**src/jtap_cfg.svh**
```systemverilog
`ifndef JTAP_CFG_SVH
`define JTAP_CFG_SVH

// ****************************************
// Instruction codes
// ****************************************
`define JTAP_IR_W          3
`define JTAP_IR_EXTEST     3'h0
`define JTAP_IR_IDREAD     3'h1
`define JTAP_IR_SAMPLE_Z   3'h2
`define JTAP_IR_BYPASS_A   3'h3
`define JTAP_IR_SAMPLE     3'h4
`define JTAP_IR_RESERVED   3'h5
`define JTAP_IR_BYPASS_B   3'h6
`define JTAP_IR_BYPASS_C   3'h7
// Capture value of the instruction register
`define JTAP_IR_CAPTURE    3'h1
// Instruction loaded on reset
`define JTAP_IR_RESET      3'h1

// ****************************************
// Register sizes
// ****************************************
`define JTAP_ID_W          32
`define JTAP_BSR_W         107
// Identity value, arbitrary, bit 0 forced to one
`define JTAP_ID_VALUE      32'h0ABC_DEF1

// ****************************************
// Timing
// ****************************************
`define JTAP_CLK_NS        40
`define JTAP_POR_NS        200
`define JTAP_POR_CYC       ((`JTAP_POR_NS + `JTAP_CLK_NS - 1) / `JTAP_CLK_NS)

`endif

```
**src/jtap_pkg.sv**
```systemverilog
`default_nettype none

package jtap_pkg;

    typedef enum logic [3:0]
    {
        JTAP_RESET      = 4'h0,
        JTAP_IDLE       = 4'h1,
        JTAP_SEL_DR     = 4'h2,
        JTAP_CAP_DR     = 4'h3,
        JTAP_SHIFT_DR   = 4'h4,
        JTAP_EXIT1_DR   = 4'h5,
        JTAP_PAUSE_DR   = 4'h6,
        JTAP_EXIT2_DR   = 4'h7,
        JTAP_UPD_DR     = 4'h8,
        JTAP_SEL_IR     = 4'h9,
        JTAP_CAP_IR     = 4'hA,
        JTAP_SHIFT_IR   = 4'hB,
        JTAP_EXIT1_IR   = 4'hC,
        JTAP_PAUSE_IR   = 4'hD,
        JTAP_EXIT2_IR   = 4'hE,
        JTAP_UPD_IR     = 4'hF
    } jtap_state_e;

    // Test pins after synchronisation
    typedef struct packed
    {
        logic tck;
        logic tms;
        logic tdi;
    } jtap_pins_s;

endpackage

`default_nettype wire

```
**src/jtap_fsm.sv**
```systemverilog
`timescale 1ns/100ps
`default_nettype none
`include "jtap_cfg.svh"

// ****************************************
// Sixteen-state port sequencer
// ****************************************
module jtap_fsm
(
    // Clock and reset
    input  wire logic                 ref_clk,
    input  wire logic                 rst_n,
    // Advance strobe and mode select
    input  wire logic                 step,
    input  wire logic                 tms,
    // State
    output jtap_pkg::jtap_state_e     state
);
    import jtap_pkg::*;

    jtap_state_e state_nxt;

    always_comb
    begin
        case (state)
            JTAP_RESET:    state_nxt = tms ? JTAP_RESET   : JTAP_IDLE;
            JTAP_IDLE:     state_nxt = tms ? JTAP_SEL_DR  : JTAP_IDLE;
            JTAP_SEL_DR:   state_nxt = tms ? JTAP_SEL_IR  : JTAP_CAP_DR;
            JTAP_CAP_DR:   state_nxt = tms ? JTAP_EXIT1_DR : JTAP_SHIFT_DR;
            JTAP_SHIFT_DR: state_nxt = tms ? JTAP_EXIT1_DR : JTAP_SHIFT_DR;
            JTAP_EXIT1_DR: state_nxt = tms ? JTAP_UPD_DR  : JTAP_PAUSE_DR;
            JTAP_PAUSE_DR: state_nxt = tms ? JTAP_EXIT2_DR : JTAP_PAUSE_DR;
            JTAP_EXIT2_DR: state_nxt = tms ? JTAP_UPD_DR  : JTAP_SHIFT_DR;
            JTAP_UPD_DR:   state_nxt = tms ? JTAP_SEL_DR  : JTAP_IDLE;
            JTAP_SEL_IR:   state_nxt = tms ? JTAP_RESET   : JTAP_CAP_IR;
            JTAP_CAP_IR:   state_nxt = tms ? JTAP_EXIT1_IR : JTAP_SHIFT_IR;
            JTAP_SHIFT_IR: state_nxt = tms ? JTAP_EXIT1_IR : JTAP_SHIFT_IR;
            JTAP_EXIT1_IR: state_nxt = tms ? JTAP_UPD_IR  : JTAP_PAUSE_IR;
            JTAP_PAUSE_IR: state_nxt = tms ? JTAP_EXIT2_IR : JTAP_PAUSE_IR;
            JTAP_EXIT2_IR: state_nxt = tms ? JTAP_UPD_IR  : JTAP_SHIFT_IR;
            JTAP_UPD_IR:   state_nxt = tms ? JTAP_SEL_DR  : JTAP_IDLE;
            default:       state_nxt = JTAP_RESET;
        endcase
    end

    always_ff @(posedge ref_clk or negedge rst_n)
    begin
        if (!rst_n)
            state <= JTAP_RESET;
        else if (step)
            state <= state_nxt;
    end

endmodule // jtap_fsm

`default_nettype wire

```
**src/jtap_port.sv**
```systemverilog
`timescale 1ns/100ps
`default_nettype none
`include "jtap_cfg.svh"

// Summary of operation
// - Port with sequencer, instruction, bypass, identity
// - Standard sixteen states, TMS on TCK rise
// - Self reset at power-up, no reset pin
// - Test mode captures package pad levels
// - Memory contents never reach scan path
// - Idle port leaves memory operation untouched
// - Floating TMS or TDI must arrive as one; no internal pull-up
// - Three-bit instruction, codes as listed
// - EXTEST and SAMPLE-Z float data pins
// - Bypass cleared on select, holds TDI
// - 32-bit identity, bit0 one, TDI-fed
module jtap_port
#(
    parameter int PAD_W = `JTAP_BSR_W
)
(
    // Clock and reset
    input  wire logic                 ref_clk,
    input  wire logic                 reset_n,
    // Test pins; floating pins must arrive as one
    input  wire logic                 tck,
    input  wire logic                 tms,
    input  wire logic                 tdi,
    output logic                      tdo,
    output logic                      tdo_oe,
    // Package pad levels and boundary update
    input  wire logic [PAD_W-1:0]     pad_in,
    output logic [PAD_W-1:0]          pad_out,
    // Data pin float request to the memory core
    output logic                      data_float,
    // Debug view
    output logic [`JTAP_IR_W-1:0]     instr
);
    import jtap_pkg::*;

    // ****************************************
    // Reset release and synchronisers
    // ****************************************
    logic [1:0]                  rst_sync_r;
    logic                        rst_n_i;
    logic [2:0]                  meta_r;
    logic [PAD_W-1:0]            pad_meta_r;
    logic [PAD_W-1:0]            pad_sync_r;
    jtap_pins_s                  pins_r;
    logic                        tck_d_r;
    logic                        rise;
    logic                        fall;
    logic [$clog2(`JTAP_POR_CYC+1)-1:0] por_r;
    logic                        por_done;

    always_ff @(posedge ref_clk or negedge reset_n)
    begin
        if (!reset_n)
            rst_sync_r <= 2'h0;
        else
            rst_sync_r <= {rst_sync_r[0], 1'b1};
    end
    assign rst_n_i = rst_sync_r[1];

    // Power-up hold of the sequencer in its reset state
    always_ff @(posedge ref_clk or negedge rst_n_i)
    begin
        if (!rst_n_i)
            por_r <= '0;
        else if (!por_done)
            por_r <= por_r + 1'b1;
    end
    assign por_done = (por_r == ($bits(por_r))'(`JTAP_POR_CYC));

    // Two stages before any logic looks at the pins
    always_ff @(posedge ref_clk or negedge rst_n_i)
    begin
        if (!rst_n_i)
        begin
            meta_r  <= 3'h3;
            pins_r  <= '{tck: 1'b0, tms: 1'b1, tdi: 1'b1};
            tck_d_r <= 1'b0;
        end
        else
        begin
            meta_r  <= {tck, tms, tdi};
            pins_r  <= meta_r;
            tck_d_r <= pins_r.tck;
        end
    end

    // Pad levels arrive from the pins; each bit settles on its own
    always_ff @(posedge ref_clk or negedge rst_n_i)
    begin
        if (!rst_n_i)
        begin
            pad_meta_r <= '0;
            pad_sync_r <= '0;
        end
        else
        begin
            pad_meta_r <= pad_in;
            pad_sync_r <= pad_meta_r;
        end
    end

    // A tied-low TCK never makes an edge, so nothing moves
    assign rise = pins_r.tck & ~tck_d_r & por_done;
    assign fall = ~pins_r.tck & tck_d_r;

    // ****************************************
    // Sequencer
    // ****************************************
    jtap_state_e state;

    jtap_fsm u_fsm
    (
        .ref_clk (ref_clk),
        .rst_n   (rst_n_i),
        .step    (rise),
        .tms     (pins_r.tms),
        .state   (state)
    );

    // ****************************************
    // Instruction register
    // ****************************************
    logic [`JTAP_IR_W-1:0] ir_sh_r;
    logic [`JTAP_IR_W-1:0] instr_r;

    always_ff @(posedge ref_clk or negedge rst_n_i)
    begin
        if (!rst_n_i)
        begin
            ir_sh_r <= `JTAP_IR_CAPTURE;
            instr_r <= `JTAP_IR_RESET;
        end
        else if (rise)
        begin
            case (state)
                JTAP_RESET:    instr_r <= `JTAP_IR_RESET;
                JTAP_CAP_IR:   ir_sh_r <= `JTAP_IR_CAPTURE;
                JTAP_SHIFT_IR: ir_sh_r <= {pins_r.tdi, ir_sh_r[`JTAP_IR_W-1:1]};
                JTAP_UPD_IR:   instr_r <= ir_sh_r;
                default:       ;
            endcase
        end
    end

    function automatic logic is_bsr(input logic [`JTAP_IR_W-1:0] c);
        is_bsr = (c == `JTAP_IR_EXTEST) || (c == `JTAP_IR_SAMPLE_Z)
              || (c == `JTAP_IR_SAMPLE);
    endfunction

    // ****************************************
    // Data registers
    // ****************************************
    logic                  byp_r;
    logic [`JTAP_ID_W-1:0] id_r;
    logic [PAD_W-1:0]      bsr_r;

    always_ff @(posedge ref_clk or negedge rst_n_i)
    begin
        if (!rst_n_i)
            byp_r <= 1'b0;
        else if (rise && state == JTAP_UPD_IR)
            byp_r <= 1'b0;
        else if (rise && state == JTAP_CAP_DR)
            byp_r <= 1'b0;
        else if (rise && state == JTAP_SHIFT_DR)
            byp_r <= pins_r.tdi;
    end

    always_ff @(posedge ref_clk or negedge rst_n_i)
    begin
        if (!rst_n_i)
            id_r <= `JTAP_ID_VALUE | 32'h1;
        else if (rise && state == JTAP_CAP_DR)
            id_r <= `JTAP_ID_VALUE | 32'h1;
        else if (rise && state == JTAP_SHIFT_DR && instr_r == `JTAP_IR_IDREAD)
            id_r <= {pins_r.tdi, id_r[`JTAP_ID_W-1:1]};
    end

    // Only pad levels are captured; the array has no path here
    always_ff @(posedge ref_clk or negedge rst_n_i)
    begin
        if (!rst_n_i)
            bsr_r <= '0;
        else if (rise && state == JTAP_CAP_DR && is_bsr(instr_r))
            bsr_r <= pad_sync_r;
        else if (rise && state == JTAP_SHIFT_DR && is_bsr(instr_r))
            bsr_r <= {pins_r.tdi, bsr_r[PAD_W-1:1]};
    end

    always_ff @(posedge ref_clk or negedge rst_n_i)
    begin
        if (!rst_n_i)
            pad_out <= '0;
        else if (rise && state == JTAP_UPD_DR && instr_r == `JTAP_IR_EXTEST)
            pad_out <= bsr_r;
    end

    // Float follows the active instruction; reset leaves pins driven
    always_ff @(posedge ref_clk or negedge rst_n_i)
    begin
        if (!rst_n_i)
            data_float <= 1'b0;
        else
            data_float <= (instr_r == `JTAP_IR_EXTEST)
                       || (instr_r == `JTAP_IR_SAMPLE_Z);
    end

    // ****************************************
    // Serial output, changed on TCK fall
    // ****************************************
    logic tdo_sel;

    always_comb
    begin
        if (state == JTAP_SHIFT_IR)
            tdo_sel = ir_sh_r[0];
        else if (instr_r == `JTAP_IR_IDREAD)
            tdo_sel = id_r[0];
        else if (is_bsr(instr_r))
            tdo_sel = bsr_r[0];
        else
            tdo_sel = byp_r;
    end

    always_ff @(posedge ref_clk or negedge rst_n_i)
    begin
        if (!rst_n_i)
        begin
            tdo    <= 1'b0;
            tdo_oe <= 1'b0;
        end
        else if (fall)
        begin
            tdo    <= tdo_sel;
            tdo_oe <= (state == JTAP_SHIFT_IR) || (state == JTAP_SHIFT_DR);
        end
    end

    assign instr = instr_r;

    // ****************************************
    // Checks
    // ****************************************
    a_float_follow: assert property (@(posedge ref_clk) disable iff (!rst_n_i)
        (instr_r == `JTAP_IR_SAMPLE) |=> !data_float)
        else $error("Sample must not float data pins");
    a_tdo_on_fall: assert property (@(posedge ref_clk) disable iff (!rst_n_i)
        !fall |=> $stable(tdo))
        else $error("TDO changed without a TCK fall");
    a_reset_hold: assert property (@(posedge ref_clk) disable iff (!rst_n_i)
        !por_done |=> state == JTAP_RESET)
        else $error("Sequencer left reset during power-up");
    a_idle_stop: assert property (@(posedge ref_clk) disable iff (!rst_n_i)
        !rise |=> $stable(state))
        else $error("State moved without a TCK rise");
    a_id_start: assert property (@(posedge ref_clk) disable iff (!rst_n_i)
        (rise && state == JTAP_CAP_DR) |=> id_r[0])
        else $error("Identity bit 0 not one");
    a_byp_clear: assert property (@(posedge ref_clk) disable iff (!rst_n_i)
        (rise && state == JTAP_UPD_IR) |=> !byp_r)
        else $error("Bypass not cleared on instruction load");
    a_byp_load: assert property (@(posedge ref_clk) disable iff (!rst_n_i)
        (rise && state == JTAP_SHIFT_DR) |=> byp_r == $past(pins_r.tdi))
        else $error("Bypass did not take TDI");
    a_tms_reset: assert property (@(posedge ref_clk) disable iff (!rst_n_i)
        (rise && pins_r.tms && state == JTAP_SEL_IR) |=> state == JTAP_RESET)
        else $error("Select-IR with TMS high must reach reset");
    a_ir_update: assert property (@(posedge ref_clk) disable iff (!rst_n_i)
        (rise && state == JTAP_UPD_IR) |=> instr_r == $past(ir_sh_r))
        else $error("Instruction not updated");
    a_tdo_enable: assert property (@(posedge ref_clk) disable iff (!rst_n_i)
        (fall && (state == JTAP_SHIFT_IR || state == JTAP_SHIFT_DR)) |=> tdo_oe)
        else $error("TDO not enabled while shifting");

endmodule // jtap_port

`default_nettype wire

```
**config.mk**
```make
export PLATFORM = sky130hd
export DESIGN_NAME = jtap_port
export DESIGN_NICKNAME = d
export VERILOG_FILES = /design/src/jtap_pkg.sv /design/src/jtap_fsm.sv /design/src/jtap_port.sv
export VERILOG_INCLUDE_DIRS = /design/src
export SDC_FILE = /design/constraint.sdc
export NUM_CORES = 1
export LEC_CHECK = 0
export BUFFER_PORTS_ARGS = -buffer_cell sky130_fd_sc_hd__buf_4
export CAP_MARGIN = 10
export CORE_ASPECT_RATIO = 2
export CORE_MARGIN = 2
export CORE_UTILIZATION = 25
export CTS_BUF_LIST = sky130_fd_sc_hd__clkbuf_8
export DETAILED_ROUTE_END_ITERATION = 6
export GPL_ROUTABILITY_DRIVEN = 0
export SLEW_MARGIN = 5
export SYNTH_ARGS = -nofsm -noshare
export SYNTH_HDL_FRONTEND = slang
export SYNTH_SLANG_ARGS = --single-unit
```
**constraint.sdc**
```tcl
create_clock -name ref_clk -period 15.9 [get_ports ref_clk]
set_input_delay 3.18 -clock ref_clk [delete_from_list [all_inputs] [get_ports ref_clk]]
set_output_delay 3.18 -clock ref_clk [all_outputs]
set_load 0.1 [all_outputs]
```
======== Yosys cells after proc, flatten, opt, wreduce, memory -nomap -nowiden ========
Cells that the tools add are included.
storage, ports and cells
  flip-flop bits (word level) ............. 486
  output and inout bits ................... 113
  input port bits ......................... 112
  logic and storage cells ................. 92
operators by class
  eq/ne operators ......................... 19
  add/sub/neg operators ................... 1
  reduce and logical (&&, ||, !) cells .... 23
  muxes and demuxes ....................... 25
  bitwise gates (word level) .............. 5
operators with widths
  operator                                        count
  2-to-1 mux 107 bit                              2
  2-to-1 mux 32 bit                               2
  one-hot mux 4 bit (12 select lines)             1
  == test 4 bit (second input constant)           8
  == test 4 x 3 -> 1 bit (second input constant)  4
  2-to-1 mux 4 bit                                4
  one-hot mux 3 bit (2 select lines)              2
  2-to-1 mux 1 bit                                9
  == test 4 x 2 -> 1 bit (second input constant)  2
  logical AND 1 bit                               8
  nonzero test 2 bit                              4
  == test 3 bit (second input constant)           2
  2-to-1 mux 2 bit                                3
  2-to-1 mux 3 bit                                2
  == test 4 x 1 -> 1 bit (second input constant)  1
  zero test 4 bit                                 1
  AND reduction 2 bit                             2
  OR reduction 2 bit                              2
  adder 3 x 1 -> 3 bit (second input constant)    1
  AND 1 bit                                       3
  == test 3 x 1 -> 1 bit (second input constant)  1
  == test 3 x 2 -> 1 bit (second input constant)  1
  zero test 3 bit                                 1
  logical OR 1 bit                                3
  other kinds (3)                                 4

======== Depth between registers and ports, before layout ========
Gate-level depths: netlist of run 1.
  word-level depth ........................ 7
  mapped depth ............................ 10
  mapped depth without buffers ............ 6

======== Modules after synthesis ========
From an unflattened synthesis of run 1, not the netlist that was laid out.
second synthesis, totals
  cell total of the unflattened synthesis .. 1152
  area total of the unflattened synthesis .. 16569.6 um2
modules (own cells, without submodules)
  module     times used  sequential area each (um2)  cells each  area each (um2)
  jtap_port  1           12091.6                     1105        16169.3
  jtap_fsm   1           100.1                       47          400.4

======== Worst setup path before layout of run 1 ========
No wires, ideal clock.
  path type ............................... register to output
  start ................................... register instr_r[1] (netlist: instr[1])
  end ..................................... output instr[1]
  required time ........................... 12.720 ns
  arrival time ............................ 0.960 ns
  path buffers ............................ 0
  cell stages (with the launch flop) ...... 1
  path slack .............................. 11.760 ns
  cell sequence ........................... dfrtp_1
RTL lines
  item                    line              RTL
  from (decl)             jtap_port.sv:129  logic [`JTAP_IR_W-1:0] instr_r;
  from (signal assigned)  jtap_port.sv:136  instr_r <= `JTAP_IR_RESET;
  from (signal assigned)  jtap_port.sv:141  JTAP_RESET: instr_r <= `JTAP_IR_RESET;
  from (signal assigned)  jtap_port.sv:144  JTAP_UPD_IR: instr_r <= ir_sh_r;
  to (decl)               jtap_port.sv:37   output logic [`JTAP_IR_W-1:0] instr
No word-level cell between the ends.

======== Worst setup path after layout of run 1 ========
  start ................................... register instr_r[2] (netlist: instr[2])
  end ..................................... output instr[2]
No word-level cell between the ends.

==> flow_summary_export.csv, run 1 <==
group,metric,value,unit
status,outcome,"complete, no violations",
timing,slew_headroom,27.6,%
setup_path,slowest_delay,0.59,ns
logic_synthesis,ys_seq_area_share,74.3,%
timing,hold_slack,0.339,ns
setup_path,path_max_fanout,9,
clocking,cts_buffers,73,
placed_design,placedInstanceArea,0.0190,sq mm
setup_path,worstPathArrival,1.60,ns
floorplanning,design.core.area,0.0649,sq mm
logic_synthesis,synth-compound-area-share,8.83,%
floorplanning,io_pins,225,
worst_hold_path,hold_path.class,"flip-flop to flip-flop",
clocking,cts_max_path_buffers,3,
floorplanning,fp.dieH,366,um
logic_synthesis,ys_warn_count,0,
clocking,cts_tree,"built",
clocking,clkLatencyLatePin,0.66,ns
detailed_routing,num_vias,9997,
clocking,postCtsSetupRepairBufs,0,
detailed_routing,viasPerCell,4.24,
floorplanning,num_rows,132,
detailed_routing,antenna_left,0,
logic_synthesis,synthSimpleGateAreaFrac,6.82,%
global_routing,gr-total-overflow,0,
logic_synthesis,syn-mean-instance-area,13.7,sq um
setup_path,critPathRequiredTime,12.72,ns
clocking,htreeDepth,3,
power,powerDensity,128,mW/mm^2
setup_path,cp-startpoint,"instr[2]",
setup_path,cp-end-kind,"output pin",
worst_hold_path,holdPathStages,0,
timing,setup_tns,0,ns
layout,ff_latch_area,0.0122,sq mm
clocking,clock-sinks,486,
timing,hold_violations,0,
floorplanning,dieArea,0.0679,sq mm
layout,fin_area,0.0205,sq mm
logic_synthesis,synthAdderAreaFrac,0.213,%
logic_synthesis,async_flop_share,100,%
setup_path,timing.critical_path.depth,1,
clocking,cts_hold_buffers,0,
timing,fin_crit,4.78,ns
logic_synthesis,synth_flop_cell,"dfrtp_1",
detailed_routing,drt-initial-drc-count,358,
layout,syn2layout_area_growth,24.6,%
placed_design,pre_cts_slack,11.58,ns
timing,fmax,209,MHz
timing,finalSetupViolCount,0,
logic_synthesis,syn_nets,1309,
setup_path,path_cells,"buf_4",
setup_path,reg2reg_depth,7,
global_routing,antenna_found_initial,2,
detailed_routing,wl_per_cell,16.3,um
detailed_routing,routed_wl,38400,um
layout,drive_gt1_share,25.6,%
floorplanning,die_w,185,um
layout,multi_input_area,0.00386,sq mm
power,leakage,9.60,nW
layout,fillers,6525,
global_routing,grt_pass1_vias,10600,
clocking,cts_resized,0,
global_routing,grtUsageTotal,11.5,%
setup_path,startpoint_type,"flip-flop",
timing,setup_ws,11.12,ns
global_routing,grt_start_max_net_pins,175,
clocking,clk_pin_slew,0.07,ns
logic_synthesis,synth_xor_area_share,0.0533,%
logic_synthesis,synthDistinctLibCells,46,
layout,layout.nets,1542,
placed_design,port_buffers,224,
placed_design,dp_hpwl,24900,um
timing,rsz0062_at_grt,"false",
clocking,clock-root-buffer,"clkbuf_8",
logic_synthesis,netlist_area,0.0164,sq mm
worst_hold_path,hp-start,"pad_meta_r[2]",
detailed_routing,remaining_drc_errors,0,
timing,clock_skew,0.0366,ns
logic_synthesis,ys_ff_latch,486,
power,fin_total_pwr,2.62,mW
setup_path,crit_buf_inv,1,
setup_path,reg2reg_from,"por_r[1]",
power,peakVddDrop,0.0000759,V
detailed_routing,dr.pass1.iters,4,
logic_synthesis,synth_edf_count,0,
logic_synthesis,synthMuxAreaShare,7.40,%
setup_path,path_delay_family,"flip-flops",
global_routing,grt_first_pass_wirelength,60000,um
floorplanning,start_util,25.3,%
timing,finalCritPeriodShare,30.0,%
logic_synthesis,syn_inst,1195,
job,drv_cap,0,
timing,drv_slew,0,
timing,tightest_slew,1.08,ns
logic_synthesis,synth_top_family_by_area,"compound AO/OA/AOI/OAI gates",
setup_path,cp_slowest_cell,"dfrtp_1",
setup_path,worstSetupPathType,"flip-flop to output pin",
## cells in the final DEF (no fill, tap or decap), types with 18 or more instances in the layout
cell / Yosys / final
dfrtp_1: 462 / 461
buf_4: 4 / 236
nand2_1: 152 / 151
o22ai_1: 108 / 108
o21ai_1: 107 / 107
mux2_1: 107 / 107
clkbuf_8: 0 / 93
nor2_1: 47 / 47
inv_1: 5 / 26
dfstp_2: 24 / 24
nor3_1: 18 / 18
## metrics by stage
| step | util [%] | cells |
|---|---|---|
| 2_1_floorplan | - | 1195 |
| 6_report | 31.5 | 2358 |
| 4_1_cts | 31.5 | 2357 |
| 5_1_grt | 31.5 | 2358 |
| 3_3_place_gp | 29.2 | 2224 |
| 3_5_place_dp | 29.2 | 2224 |
## cells by family (layout without fill, tap and decap cells)
| logic type | count (synthesis) | after routing |
|---|---|---|
| AOI/OAI and AO/OA | 253 | 253 |
| xor gates and xnor gates | 1 | 1 |
| adders and majority gates | 3 | 3 |
| buffers and inverters | 84 | 375 |
| DFF | 486 | 486 |
| muxes | 108 | 108 |
| other | 1 | 2 |
| and+or+nand+nor | 259 | 259 |
## cell usage after synthesis (2+ instances only)
library cell | count | area [sq um]
nand4b_1 | 2 | 17.5
nor2_1 | 47 | 176
nand3_1 | 16 | 80.1
a21oi_1 | 14 | 70.1
o22ai_1 | 108 | 676
nand4_1 | 3 | 18.8
buf_4 | 4 | 30.0
nor2b_1 | 5 | 31.3
o211ai_1 | 3 | 22.5
buf_1 | 4 | 15.0
inv_1 | 5 | 18.8
nand2b_1 | 4 | 25.0
o21ai_1 | 107 | 536
ha_1 | 2 | 25.0
a32oi_1 | 3 | 26.3
buf_6 | 4 | 45.0
a22o_1 | 2 | 17.5
o21ai_0 | 9 | 45.0
mux2_1 | 107 | 1200
dfrtp_1 | 462 | 11600
clkbuf_1 | 40 | 150
nand2_1 | 152 | 571
nand3b_1 | 3 | 22.5
nor3_1 | 18 | 90.1
dfstp_2 | 24 | 631
buf_2 | 27 | 135
## final timing paths
path / to / slack, ns
setup / recovery: instr[2] / 11.12
hold / removal: pad_sync_r[2] / 0.34
setup reg to reg: pad_out[60] / 11.74
hold reg to reg: pad_sync_r[2] / 0.34
max in group asynchronous: pad_meta_r[73] / 13.32
min in group asynchronous: bsr_r[32] / 0.39
## layout make-up
type / count / area share (%)
antenna: 1 / 0.0122
clock buffer: 93 / 6.26
clock inverter: 40 / 1.09
inverter: 5 / 0.0917
multi-input combinational: 625 / 18.9
sequential: 486 / 59.6
tap: 871 / 5.33
timing repair buffer: 237 / 8.76
## layer usage
| layer | vias up | GRT usage [%] | part of all wire [%] |
|---|---|---|---|
| li1 | 4618 | - | - |
| met1 | 5028 | 13.7 | 42 |
| met2 | 276 | 19.3 | 50 |
| met3 | 73 | 2.90 | 5.1 |
| met4 | 2 | 5.16 | 2.9 |
| met5 | - | 0 | 0.026 |
## state kept, by name, summed over array words and instances (netlist names)
register / count
bsr_r: 107
data_float: 1
meta_r: 3
byp_r: 1
id_r: 32
ir_sh_r: 3
tdo: 1
u_fsm.state: 4
pad_sync_r: 107
pad_out: 107
pins_r: 3
por_r: 3
rst_sync_r: 2
instr: 3
pad_meta_r: 107
tck_d_r: 1
tdo_oe: 1
## report_power, final
part,internal [mW],leakage (nW),switching [mW]
Clock,0.548,0.868,0.486
Sequential,1.33,6.17,0.0600
Combinational,0.0765,2.57,0.120
Total,1.95,9.60,0.666
Note: power is estimated with default switching activity, not from simulation.
==> run 2: changes to the inputs <==
Settings changed: ABC_AREA from default to 1.
Clock period 15.9 ns to 4.3 ns, I/O delays scaled along.
==> flow_summary_export.csv, run 2 <==
group,metric,value,unit
logic_synthesis,synthDistinctLibCells,28,
power,leakage,10.6,nW
global_routing,met2_usage,20.0,%
logic_synthesis,syn_nets,1766,
global_routing,grtUsageMet1,14.1,%
layout,drive_gt1_share,19.8,%
worst_hold_path,holdPathStages,1,
layout,layout.nets,2007,
setup_path,cp-end-kind,"flip-flop",
logic_synthesis,synth_flop_cell,"dfrtp_1",
timing,hold_violations,0,
placed_design,placedInstanceArea,0.0197,sq mm
worst_hold_path,hp-start,"pad_in[88]",
layout,mostFrequentLayoutCells,"nand2_1 (501), dfrtp_1 (461), buf_4 (231)",
clocking,clock-root-buffer,"clkbuf_8",
detailed_routing,wl_per_cell,14.3,um
clocking,clk_pin_slew,0.06,ns
layout,layout.cells.non_filler,2846,
timing,rsz0062_at_grt,"false",
detailed_routing,drt-initial-drc-count,563,
clocking,cts_tree,"built",
global_routing,antenna_found_initial,6,
setup_path,startpoint_type,"flip-flop",
floorplanning,fp.dieH,374,um
global_routing,grtUsageTotal,12.0,%
setup_path,worstPathArrival,3.44,ns
logic_synthesis,ys_ff_latch,486,
power,powerDensity,478,mW/mm^2
logic_synthesis,synth_top_area_share,67.6,%
timing,finalCritPeriodShare,66.4,%
logic_synthesis,syn_inst,1652,
logic_synthesis,synth_edf_count,0,
power,peakVddDrop,0.000292,V
timing,finalSetupViolCount,0,
global_routing,gr-total-overflow,0,
setup_path,ff2ff_setup_slack,1.45,ns
detailed_routing,remaining_drc_errors,1,
status,violations,"DRC",
logic_synthesis,yosysMostFrequentCell,"nand2_1",
global_routing,busiest_layer,"met2",
global_routing,grt_start_max_net_pins,179,
clocking,clkLatencyLatePin,0.71,ns
logic_synthesis,synth_top_area_cell,"dfrtp_1",
setup_path,critPathRequiredTime,4.89,ns
floorplanning,die_w,189,um
layout,final_common_cell,"nand2_1",
logic_synthesis,synth_area_leaders,"dfrtp_1 (68%), nand2_1 (11%), o21ai_0 (5.0%), dfstp_2 (3.7%), nor2_1 (3.5%)",
worst_hold_path,hold_path.class,"input pin to flip-flop",
setup_path,cp-startpoint,"por_r[1]",
logic_synthesis,netlist_area,0.0171,sq mm
setup_path,cp_slowest_cell,"dfrtp_1",
setup_path,reg2reg_from,"por_r[1]",
floorplanning,dieArea,0.0706,sq mm
timing,fin_crit,2.85,ns
timing,drv_slew,0,
layout,fillers,6903,
logic_synthesis,ys_seq_area_share,71.3,%
clocking,htreeDepth,3,
global_routing,grt_first_pass_wirelength,66800,um
floorplanning,start_util,25.2,%
floorplanning,design.core.area,0.0677,sq mm
setup_path,path_max_fanout,71,
floorplanning,num_rows,135,
layout,fin_area,0.0214,sq mm
layout,syn2layout_area_growth,25.1,%
detailed_routing,viasPerCell,4.10,
worst_hold_path,holdPathEnd,"pad_meta_r[88]",
clocking,clock-sinks,486,
job,drv_cap,0,
status,outcome,"finished with violations",
timing,fmax,350,MHz
global_routing,grt_pass1_vias,12400,
detailed_routing,antenna_left,0,
global_routing,grt_use_met3,3.00,%
detailed_routing,routed_wl,40700,um
clocking,cts_max_path_buffers,3,
timing,clock_skew,0.0486,ns
floorplanning,io_pins,225,
detailed_routing,num_vias,11700,
setup_path,r2r-end,"bsr_r[68]",
logic_synthesis,ys_warn_count,0,
setup_path,cp_common_cell,"nand2_1",
detailed_routing,dr.pass1.iters,7,
placed_design,port_buffers,224,
placed_design,dpl.cell_count,2704,
timing,slew_headroom,51.2,%
clocking,postCtsSetupRepairBufs,0,
clocking,cts_resized,0,
placed_design,dp_hpwl,26400,um
logic_synthesis,syn-mean-instance-area,10.3,sq um
clocking,cts_buffers,76,
setup_path,reg2reg_depth,12,
setup_path,path_cells,"inv_1, ha_1, nand2_1, inv_1, nand2_1, nor2_4, nand2_8, nand2_4, inv_4, buf_12, nand2_1, o21ai_1",
setup_path,slowest_delay,0.38,ns
logic_synthesis,async_flop_share,100,%
timing,tightest_slew,0.732,ns
logic_synthesis,synthTopCellsByCount,"nand2_1 (501), dfrtp_1 (462), o21ai_0 (171)",
setup_path,worstSetupPathType,"flip-flop to flip-flop",
[run 2: cell count changes after synthesis, moves of 103 or more]
cell	previous run	this run
mux2_1	107	0
o21ai_0	9	171
inv_1	5	141
o22ai_1	108	5
nor2_1	47	159
nand2_1	152	501
[run 2: per-stage QoR]
stage / setup WS, ns / utilization [%] / hold slack, ns / power (mW) / TNS (ns)
after floorplan: -0.429 / - / 0.331 / 5.82 / -197.36
after global placement: 1.50 / 29.1 / 0.334 / 6.12 / 0
after detailed placement: 1.44 / 29.1 / 0.335 / 6.18 / 0
after CTS: 1.40 / 31.6 / 0.133 / 10.5 / 0
after global routing: 1.14 / 31.6 / 0.170 / 10.8 / 0
final: 1.45 / 31.6 / 0.248 / 10.2 / 0
[run 2: critical path: cells and delay by family (launching register included)]
family	cells	cell delay [ns]
compound gates	1	0.09
flops	1	0.38
fa+ha+maj	1	0.17
buf+inv	4	0.84
simple gates	6	1.12
[run 2: metal layers]
metal | vias up | wire length, um
met4 | 4 | 1690
met3 | 110 | 2070
met2 | 320 | 20200
met1 | 5636 | 16800
li1 | 5593 | -
met5 | - | 17
[run 2: cells by family (layout without fill, tap and decap cells)]
group           Yosys count  in the layout  synth area share [%]
other cells               1              4                0.0219
xor+xnor                  2              2                 0.102
compound gates          254            254                  7.52
buf+inv                 219            520                  5.41
fa+ha+maj                 2              2                 0.146
simple gates            688            688                  15.5
flops                   486            486                  71.3
[run 2: how the worst max path moves through the flow]
stage | end | cells after the start
floorplan | bsr_r[0] | 0
global placement | bsr_r[91] | 11
detailed placement | bsr_r[79] | 11
CTS | bsr_r[1] | 12
global route | bsr_r[13] | 11
finish | bsr_r[68] | 12
[run 2: what timing repair did]
action / CTS / global route
hold buffers: 1 / 0
setup endpoints to repair: 0 / 0
endpoints found under the hold margin: 2 / 0
[run 2: cell type report]
cell class | count | area [sq um] | area share (%)
clock buffers | 97 | 1340 | 6.24
diodes | 3 | 7.51 | 0.0351
repair buffers | 238 | 1860 | 8.72
inverters | 144 | 543 | 2.54
flip-flops and latches | 486 | 12200 | 57.0
multi-input cells | 947 | 4000 | 18.7
clock inverters | 41 | 325 | 1.52
well taps | 890 | 1110 | 5.21
[run 2: report_power, final]
group	switching, mW	internal (mW)
sequential	0.167	4.94
clock	1.89	2.25
combinational	0.699	0.284
total	2.76	7.48
==> run 3: changes to the inputs <==
Clock period 4.3 ns to 2.8 ns, I/O delays scaled along.
==> flow_summary_export.csv, run 3 (same netlist as run 2, synthesis figures left out) <==
group,metric,value,unit
status,outcome,"complete, no violations",
power,leakage,11.2,nW
clocking,cts_max_path_buffers,3,
clocking,htreeDepth,3,
layout,layout.nets,2131,
layout,drive_gt1_share,19.9,%
timing,rsz0062_at_grt,"false",
floorplanning,dieArea,0.0706,sq mm
power,pwr-share-comb,10.4,%
floorplanning,start_util,25.2,%
global_routing,grt_first_pass_wirelength,67100,um
detailed_routing,drt-initial-drc-count,550,
timing,slew_headroom,65.4,%
global_routing,antenna_found_initial,10,
setup_path,reg2reg_from,"por_r[0]",
timing,finalSetupViolCount,0,
global_routing,grt_pass1_vias,12800,
detailed_routing,routed_wl,41700,um
clocking,clk_pin_slew,0.07,ns
global_routing,grtUsageTotal,12.0,%
power,peakVddDrop,0.000444,V
floorplanning,fp.dieH,374,um
detailed_routing,wl_per_cell,14.0,um
job,drv_cap,0,
setup_path,worstPathArrival,3.08,ns
power,power_frac_clock,41.2,%
timing,fmax,404,MHz
setup_path,ff2ff_setup_slack,0.32,ns
clocking,clkLatencyLatePin,0.69,ns
floorplanning,design.core.area,0.0677,sq mm
power,p_int,11.9,mW
setup_path,endpoint,"bsr_r[45]",
timing,setup_tns,0,ns
layout,mostFrequentLayoutCells,"nand2_1 (501), dfrtp_1 (461), buf_4 (236)",
layout,ff_latch_area,0.0122,sq mm
detailed_routing,remaining_drc_errors,0,
clocking,cts_buffers,75,
timing,finalCritPeriodShare,88.5,%
setup_path,cp-startpoint,"por_r[0]",
floorplanning,io_pins,225,
timing,hold_violations,0,
layout,multi_input_area,0.00400,sq mm
setup_path,reg2reg_depth,11,
global_routing,grt_start_max_net_pins,74,
setup_path,path_max_fanout,45,
timing,drv_slew,0,
setup_path,startpoint_type,"flip-flop",
power,sw_frac_of_total,26.6,%
timing,setup_ws,0.322,ns
timing,clock_skew,0.0442,ns
layout,fillers,6714,
timing,fin_crit,2.48,ns
layout,syn2layout_area_growth,33.4,%
clocking,clock-root-buffer,"clkbuf_8",
detailed_routing,viasPerCell,4.10,
clocking,clock-sinks,486,
floorplanning,num_rows,135,
power,p_seq_share,48.3,%
setup_path,critPathRequiredTime,3.40,ns
placed_design,port_buffers,224,
power,powerDensity,711,mW/mm^2
detailed_routing,antenna_left,0,
placed_design,dp_hpwl,27300,um
timing,tightest_slew,0.516,ns
clocking,cts_tree,"built",
setup_path,r2r-end,"bsr_r[45]",
power,p_switching,4.31,mW
global_routing,gr-total-overflow,0,
placed_design,pre_cts_slack,0.320,ns
floorplanning,die_w,189,um
layout,final_common_cell,"nand2_1",
worst_hold_path,hold_path.class,"input pin to asynchronous set/reset pin",
setup_path,cp-end-kind,"flip-flop",
clocking,postCtsSetupRepairBufs,0,
detailed_routing,num_vias,12200,
setup_path,worstSetupPathType,"flip-flop to flip-flop",
detailed_routing,dr.pass1.iters,6,
==> run 3: cell count changes in the layout (fill, tap and decap cells not counted), moves of 2 or more <==
cell,before,now
dlygate4sd3_1,1,111
clkinv_2,5,11
buf_4,231,236
bufinv_16,3,5
clkbuf_8,97,101
inv_1,165,154
buf_12,6,16
==> run 3: worst min-delay path by stage <==
| stage | slack (ns) | cells past startpoint | start | end |
|---|---|---|---|---|
| 2_1_floorplan | 0.26 | 0 | reset_n | rst_sync_r[0] |
| 6_report | 0.22 | 2 | reset_n | rst_sync_r[1] |
| 3_5_place_dp | 0.28 | 0 | rst_sync_r[1] | pad_meta_r[35] |
| 5_1_grt | 0.17 | 2 | reset_n | rst_sync_r[1] |
| 3_3_place_gp | 0.28 | 0 | rst_sync_r[1] | pad_meta_r[24] |
| 4_1_cts | 0.14 | 2 | reset_n | rst_sync_r[1] |
==> run 3: what timing repair did <==
item	in CTS	in global routing
endpoints found under the setup margin	0	0
hold buffers	111	0
resized for setup	0	0
endpoints found under the hold margin	112	0
==> run 3: through the flow <==
step / hold slack (ns) / power (mW) / utilization [%] / instances / area (sq um)
6_report: 0.224 / 16.2 / 33.7 / 2971 / 22800
5_1_grt: 0.174 / 17.0 / 33.7 / 2970 / 22800
4_1_cts: 0.140 / 16.5 / 33.7 / 2968 / 22800
3_5_place_dp: 0.279 / 9.53 / 29.4 / 2719 / 19900
3_3_place_gp: 0.285 / 9.44 / 29.4 / 2719 / 19900
2_1_floorplan: 0.264 / 8.94 / - / 1652 / 17100
==> run 3: metal layers <==
layer  vias up  GRT usage (%)  part of all wire [%]
li1       5863              -                     -
met4        14           6.74                   4.3
met1      5825           13.8                    41
met2       338           20.0                    49
met3       138           3.31                   5.4
met5         -              0                  0.23
==> run 3: area by class of cell <==
type	instances	share of cell area, %
flip-flops and latches	486	53.5
diodes	3	0.0329
clock inverters	37	1.55
repair buffers	363	14.0
clock buffers	101	6.09
inverters	144	2.38
well taps	890	4.88
multi-input cells	947	17.5
==> run 3: worst max-delay path: stages, from the launching register on <==
cell and delay [ns]:
dfrtp_1 0.42, ha_1 0.20, nand2_1 0.11, inv_1 0.08
nand2_1 0.36, nor2_1 0.14, nand2_1 0.13, nand2_4 0.18
inv_4 0.12, buf_4 0.41, nand2_1 0.11, o21ai_1 0.11
==> run 3: power groups by stage <==
stage | combinational, mW | sequential (mW) | clock, mW
after global routing | 1.88 | 7.88 | 7.27
after CTS | 1.70 | 7.84 | 6.99
final | 1.69 | 7.84 | 6.68
after global placement | 1.50 | 7.94 | 0
after floorplan | 0.746 | 8.19 | 0
after detailed placement | 1.56 | 7.96 | 0
